`src/gcis_pkg.sv`:
```
// Summary of operation
// framer summary bit set while framer interrupts
// channel one bit 0, channel eight bit 7
// read-only tester summary byte at 0xfa
// line interface summary byte at 0xfb
// summary bit zero while source idle
// framer enable byte, one enables channel
// tester enable byte, one enables channel
// line enable byte, one enables channel
// framer summary byte at 0xf9
// interrupt asserted on any enabled pending bit
// summary writes ignored, bits follow sources
package gcis_pkg;
   localparam int unsigned CHANNELS = 8;
   localparam int unsigned ADDR_W = 16;
   localparam int unsigned DATA_W = 8;
   localparam logic [15:0] FRAMER_SUM_ADDR = 16'h00f9;
   localparam logic [15:0] TESTER_SUM_ADDR = 16'h00fa;
   localparam logic [15:0] LINE_SUM_ADDR = 16'h00fb;
   localparam logic [15:0] FRAMER_EN_ADDR = 16'h00fc;
   localparam logic [15:0] TESTER_EN_ADDR = 16'h00fd;
   localparam logic [15:0] LINE_EN_ADDR = 16'h00fe;
   localparam logic [7:0] ENABLE_RESET = 8'h00;
   localparam logic [7:0] SUMMARY_RESET = 8'h00;
   localparam logic [7:0] UNMAPPED_READ = 8'h00;
endpackage : gcis_pkg

```
`src/gcis_sync8.sv`:
```
`timescale 1ns/100ps
// three-stage synchroniser; output moves once stages two and three agree
module gcis_sync8 (
   input wire logic sys_clk,
   input wire logic resetn,
   input wire logic [7:0] async_in,
   output logic [7:0] sync_out
);
   logic [7:0] s1_r;
   logic [7:0] s2_r;
   logic [7:0] s3_r;
   logic [7:0] out_r;
   logic [7:0] out_nxt;

   assign out_nxt = (s2_r & s3_r) | (out_r & (s2_r | s3_r));
   assign sync_out = out_r;

   always_ff @(posedge sys_clk or negedge resetn) begin
      if (!resetn) begin
         s1_r <= gcis_pkg::SUMMARY_RESET;
         s2_r <= gcis_pkg::SUMMARY_RESET;
         s3_r <= gcis_pkg::SUMMARY_RESET;
         out_r <= gcis_pkg::SUMMARY_RESET;
      end else begin
         s1_r <= async_in;
         s2_r <= s1_r;
         s3_r <= s2_r;
         out_r <= out_nxt;
      end
   end
endmodule : gcis_sync8

```
`src/gcis_enable_reg.sv`:
```
`timescale 1ns/100ps
// one writable enable byte
module gcis_enable_reg (
   input wire logic sys_clk,
   input wire logic resetn,
   input wire logic wr_sel,
   input wire logic [7:0] wr_data,
   output logic [7:0] value
);
   logic [7:0] value_r;

   assign value = value_r;

   always_ff @(posedge sys_clk or negedge resetn) begin
      if (!resetn) begin
         value_r <= gcis_pkg::ENABLE_RESET;
      end else if (wr_sel) begin
         value_r <= wr_data;
      end
   end
endmodule : gcis_enable_reg

```
`src/gcis_irq_summary.sv`:
```
// The implementer's own choice: the strobed register port.
`timescale 1ns/100ps
// global per-channel interrupt summary with enable masks
module gcis_irq_summary (
   input wire logic sys_clk,
   input wire logic resetn,
   input wire logic [15:0] reg_addr,
   input wire logic [7:0] reg_wdata,
   input wire logic reg_wr,
   input wire logic reg_rd,
   output logic [7:0] reg_rdata,
   input wire logic [7:0] framer_irq_in,
   input wire logic [7:0] tester_irq_in,
   input wire logic [7:0] line_irq_in,
   output logic irq_out,
   output logic [7:0] framer_pending_per_channel,
   output logic [7:0] tester_pending_per_channel,
   output logic [7:0] line_pending_per_channel
);
   logic [7:0] framer_sync;
   logic [7:0] tester_sync;
   logic [7:0] line_sync;
   logic [7:0] framer_enable_per_channel;
   logic [7:0] tester_enable_per_channel;
   logic [7:0] line_enable_per_channel;
   logic [7:0] framer_sum_r;
   logic [7:0] tester_sum_r;
   logic [7:0] line_sum_r;
   logic [7:0] rdata_r;
   logic [7:0] rdata_nxt;
   logic irq_r;
   logic irq_nxt;
   logic hit_fs;
   logic hit_ts;
   logic hit_ls;
   logic hit_fe;
   logic hit_te;
   logic hit_le;

   function automatic logic addr_hit(input logic [15:0] a,
                                     input logic [15:0] base);
      addr_hit = (a == base);
   endfunction : addr_hit

   // input index i is channel i+1, so channel one lands on bit 0
   gcis_sync8 u_sync_framer (
      .sys_clk(sys_clk),
      .resetn(resetn),
      .async_in(framer_irq_in),
      .sync_out(framer_sync)
   );
   gcis_sync8 u_sync_tester (
      .sys_clk(sys_clk),
      .resetn(resetn),
      .async_in(tester_irq_in),
      .sync_out(tester_sync)
   );
   gcis_sync8 u_sync_line (
      .sys_clk(sys_clk),
      .resetn(resetn),
      .async_in(line_irq_in),
      .sync_out(line_sync)
   );

   assign hit_fs = addr_hit(reg_addr, gcis_pkg::FRAMER_SUM_ADDR);
   assign hit_ts = addr_hit(reg_addr, gcis_pkg::TESTER_SUM_ADDR);
   assign hit_ls = addr_hit(reg_addr, gcis_pkg::LINE_SUM_ADDR);
   assign hit_fe = addr_hit(reg_addr, gcis_pkg::FRAMER_EN_ADDR);
   assign hit_te = addr_hit(reg_addr, gcis_pkg::TESTER_EN_ADDR);
   assign hit_le = addr_hit(reg_addr, gcis_pkg::LINE_EN_ADDR);

   gcis_enable_reg u_en_framer (
      .sys_clk(sys_clk),
      .resetn(resetn),
      .wr_sel(reg_wr & hit_fe),
      .wr_data(reg_wdata),
      .value(framer_enable_per_channel)
   );
   gcis_enable_reg u_en_tester (
      .sys_clk(sys_clk),
      .resetn(resetn),
      .wr_sel(reg_wr & hit_te),
      .wr_data(reg_wdata),
      .value(tester_enable_per_channel)
   );
   gcis_enable_reg u_en_line (
      .sys_clk(sys_clk),
      .resetn(resetn),
      .wr_sel(reg_wr & hit_le),
      .wr_data(reg_wdata),
      .value(line_enable_per_channel)
   );

   // summaries are not write targets; they only follow the sources
   always_ff @(posedge sys_clk or negedge resetn) begin
      if (!resetn) begin
         framer_sum_r <= gcis_pkg::SUMMARY_RESET;
         tester_sum_r <= gcis_pkg::SUMMARY_RESET;
         line_sum_r <= gcis_pkg::SUMMARY_RESET;
      end else begin
         framer_sum_r <= framer_sync;
         tester_sum_r <= tester_sync;
         line_sum_r <= line_sync;
      end
   end

   assign irq_nxt = |((framer_sum_r & framer_enable_per_channel)
                    | (tester_sum_r & tester_enable_per_channel)
                    | (line_sum_r & line_enable_per_channel));

   assign rdata_nxt = !reg_rd ? gcis_pkg::UNMAPPED_READ :
                      hit_fs ? framer_sum_r :
                      hit_ts ? tester_sum_r :
                      hit_ls ? line_sum_r :
                      hit_fe ? framer_enable_per_channel :
                      hit_te ? tester_enable_per_channel :
                      hit_le ? line_enable_per_channel :
                      gcis_pkg::UNMAPPED_READ;

   always_ff @(posedge sys_clk or negedge resetn) begin
      if (!resetn) begin
         rdata_r <= gcis_pkg::UNMAPPED_READ;
         irq_r <= 1'b0;
      end else begin
         rdata_r <= rdata_nxt;
         irq_r <= irq_nxt;
      end
   end

   assign reg_rdata = rdata_r;
   assign irq_out = irq_r;
   assign framer_pending_per_channel = framer_sum_r;
   assign tester_pending_per_channel = tester_sum_r;
   assign line_pending_per_channel = line_sum_r;
endmodule : gcis_irq_summary

```
`config.mk`:
```
export PLATFORM = sky130hd
export DESIGN_NAME = gcis_irq_summary
export DESIGN_NICKNAME = d
export VERILOG_FILES = /design/src/gcis_pkg.sv /design/src/gcis_sync8.sv /design/src/gcis_enable_reg.sv /design/src/gcis_irq_summary.sv
export SDC_FILE = /design/constraint.sdc
export NUM_CORES = 1
export LEC_CHECK = 0
export ABC_CLOCK_PERIOD_IN_PS = 2200
export BUFFER_PORTS_ARGS = -buffer_cell sky130_fd_sc_hd__buf_4
export CORE_AREA = 2 2 97 99
export DETAILED_ROUTE_END_ITERATION = 8
export DIE_AREA = 0 0 99 101
export PLACE_DENSITY = 0.81
export REMOVE_ABC_BUFFERS = 1
export SETUP_SLACK_MARGIN = 0.05
export SLEW_MARGIN = 10
export SYNTH_ARGS = -nofsm -noshare
export SYNTH_HDL_FRONTEND = slang
export SYNTH_SLANG_ARGS = --single-unit
```
`constraint.sdc`:
```
create_clock -name sys_clk -period 2.2 [get_ports sys_clk]
set_input_delay 0 -clock sys_clk [delete_from_list [all_inputs] [get_ports sys_clk]]
set_output_delay 0 -clock sys_clk [all_outputs]
set_load 0.01 [all_outputs]
```
==> flow_metrics.py <==
metrics = {
    "die": {
        "die_h_um": 101,
        "io_pins": 85,
        "start_util_pct": 57.2,
        "rows": 35,
        "core_um2": 8980,
        "die_area_um2": 10000,
        "die_width_um": 99,
    },
    "global_route": {
        "grt_max_degree": 75,
        "grt_pass1_wl_um": 18300,
        "track_usage_pct": 24.8,
        "grt_pass1_vias": 3516,
        "antenna_found_initial": 0,
        "grt_overflow": 0,
    },
    "sta": {
        "hold_slack_ns": 0.0274,
        "min_period_over_period_pct": 88.2,
        "worst_pin_slew_ns": 0.658,
        "tns_ns": 0,
        "maxSlewViolCount": 0,
        "hold_violations": 0,
        "rsz0062_at_grt": "no",
        "skew_ns": 0.00735,
        "finalCriticalPeriod_ns": 1.94,
        "max_freq_mhz": 515,
        "setup_violations": 0,
        "slew-limit-headroom_pct": 56.1,
    },
    "cells_and_area": {
        "nets": 506,
        "final_cells": 578,
        "final_area_um2": 6880,
        "area_growth_pct": 34.1,
        "layout-drive-gt1-share_pct": 32.8,
        "nFillCells": 509,
        "antenna_cells": 0,
    },
    "synthesis": {
        "yosys-top-cells-count": "153 x dfrtp_1, 24 x maj3_1, 16 x mux2_2",
        "synth_area_leader_cell": "dfrtp_1",
        "ys_seq_area_share_pct": 74.6,
        "synth-xor-area-share_pct": 0,
        "synthMostInstantiatedCell": "dfrtp_1",
        "synthTopCellsByArea": "dfrtp_1 75%, maj3_1 4.7%, mux2_2 3.5%, mux2_4 2.3%, a22oi_1 1.5%",
        "synthFlopType": "dfrtp_1",
        "synth-edff-count": 0,
        "synthesis.area_um2": 5130,
        "muxShareOfSynthArea_pct": 5.85,
        "synthArstFlopShare_pct": 100,
        "synth_cell_types": 31,
        "synth_top_family_by_area": "compound AO/OA/AOI/OAI gates",
        "synth_compound_gate_area_share_pct": 7.07,
        "synthCells": 316,
        "synth_warnings": 0,
        "synthSimpleGateAreaFrac_pct": 6.41,
        "synthAdderAreaFrac_pct": 4.68,
        "syn_avg_cell_area_um2": 16.2,
        "netlist.area_leader.share_pct": 74.6,
        "ys_seq_elements": 153,
    },
    "min_path": {
        "hold_path_class": "primary input to register",
    },
    "run": {
        "drv_cap": 0,
    },
    "place": {
        "placedInstanceArea_um2": 5910,
        "dp_cells": 507,
        "gp_congestion": 0.906,
        "io_buffers": 84,
        "hpwl_um": 6910,
    },
    "detailed_routing": {
        "drt_iter0_drc": 226,
        "routed_wl_um": 11200,
        "ant_nets": 0,
        "firstDrtPassIters": 5,
        "wl_per_cell_um": 19.4,
        "via_per_inst": 5.60,
        "drcViolationCount": 0,
        "vias": 3239,
    },
    "worst_setup_path": {
        "arrival_ns": 2.34,
        "setup.worst_path.end_class": "register",
        "path_class": "primary input to register",
        "startpoint_type": "primary input",
        "cp.required_ns": 2.60,
        "critical_path.max_fanout": 29,
    },
    "clock_tree": {
        "clk_pin_slew_ns": 0.07,
        "post_cts_buffers": 0,
        "tritoncts": "yes",
        "clk_path_buf_depth": 2,
        "root_buffer": "clkbuf_8",
        "clock_latency_ns": 0.52,
        "numCtsBuffers": 17,
        "htree_levels": 4,
        "cts.sinks": 153,
    },
    "power_and_ir_drop": {
        "design_power_total_w": 0.00625,
        "power_leakage_nw": 3.18,
        "ir_drop_mv": 0.556,
        "power.density_nw_per_um2": 908,
    },
    "status": {
        "status": "finished clean",
    },
}
## cell families (layout without fill, tap and decap cells)
family	after synthesis	count (layout)
AND/OR/NAND/NOR	46	46
buffers and inverters	17	168
adder cells (fa/ha/maj)	24	24
flip-flops	153	153
multiplexers	24	24
AO/OA/AOI/OAI	52	52
## placed cells by master, fill, tap and decap left out, types with 2 or more instances in the layout
cell             n
mux2_4           8
o211ai_1         8
maj3_1          24
nand3_1          2
clkinvlp_4       2
clkinv_4         3
nand2_1          9
clkbuf_16       16
a21oi_1          8
nand4_1          5
buf_4           87
a21o_1           8
nor2b_1          8
or4_4            2
inv_6            4
inv_1            8
nor3b_1          8
o21ai_0          8
dfrtp_1        153
a22oi_1         10
nor2_1           2
o32ai_1          8
nor4_2           2
inv_8            3
dlygate4sd3_1   39
mux2_2          16
## worst paths after layout
path / from / end / slack, ns / depth (start not counted)
worst max-delay path: reg_addr[0] / reg_rdata[4] / 0.26 / 6
worst min-delay path: reg_addr[1] / reg_rdata[0] / 0.03 / 4
worst max register to register: u_en_framer.value[5] / reg_rdata[5] / 0.54 / 5
worst min register to register: u_sync_framer.s1_r[6] / u_sync_framer.s2_r[6] / 0.35 / 0
max in group asynchronous: resetn / u_sync_line.s2_r[3] / 1.38 / 3
min in group asynchronous: resetn / u_sync_tester.sync_out[6] / 0.04 / 2
## layout make-up
| class | count | area, um2 | share of cell area (%) |
|---|---|---|---|
| sequential | 153 | 3830 | 55.6 |
| multi-input combinational | 146 | 1230 | 17.9 |
| timing repair buffer | 128 | 1070 | 15.6 |
| clock buffer | 17 | 414 | 6.02 |
| clock inverter | 15 | 161 | 2.35 |
| tap | 111 | 139 | 2.02 |
| inverter | 8 | 30.0 | 0.436 |
## registers in the layout, indices dropped and copies added, names as in the netlist, 8 cells and up
signal and cells:
framer_pending_per_channel 8, line_pending_per_channel 8, reg_rdata 8, tester_pending_per_channel 8, u_en_framer.value 8, u_en_line.value 8
u_en_tester.value 8, u_sync_framer.s1_r 8, u_sync_framer.s2_r 8, u_sync_framer.s3_r 8, u_sync_framer.sync_out 8, u_sync_line.s1_r 8
u_sync_line.s2_r 8, u_sync_line.s3_r 8, u_sync_line.sync_out 8, u_sync_tester.s1_r 8, u_sync_tester.s2_r 8, u_sync_tester.s3_r 8
u_sync_tester.sync_out 8
## critical path: stages
cell and delay, ns:
buf_4 0.28, or4bb_1 0.51, or4_1 0.67, o21ai_0 0.23
a21oi_1 0.06, dlygate4sd3_1 0.57
## what timing repair did
action                                  CTS  global route
hold endpoints to repair                169             0
endpoints found under the setup margin    0             0
hold buffers                             39             0
resized for setup                         0             0
## power breakdown
group | switching (W) | leakage [nW] | internal [W]
Sequential | 0.000111 | 1.86 | 0.00297
Combinational | 0.000179 | 1.04 | 0.000216
Clock | 0.00122 | 0.278 | 0.00155
## per-layer routing
metal / track usage (%) / part of all wire [%] / up-vias
met1: 30.9 / 38 / 1631
met2: 40.9 / 52 / 163
met4: 12.0 / 2.8 / 0
met3: 6.38 / 7.3 / 35
li1: - / - / 1410
met5: 0 / 0 / -
## through the flow
stage | util, % | setup slack, ns
global placement | 65.9 | 0.315
finish | 76.6 | 0.259
CTS | 76.6 | 0.353
detailed placement | 65.9 | 0.265
global route | 76.6 | 0.189
floorplan | - | 0.530
Note: power is estimated with default switching activity, not from simulation.
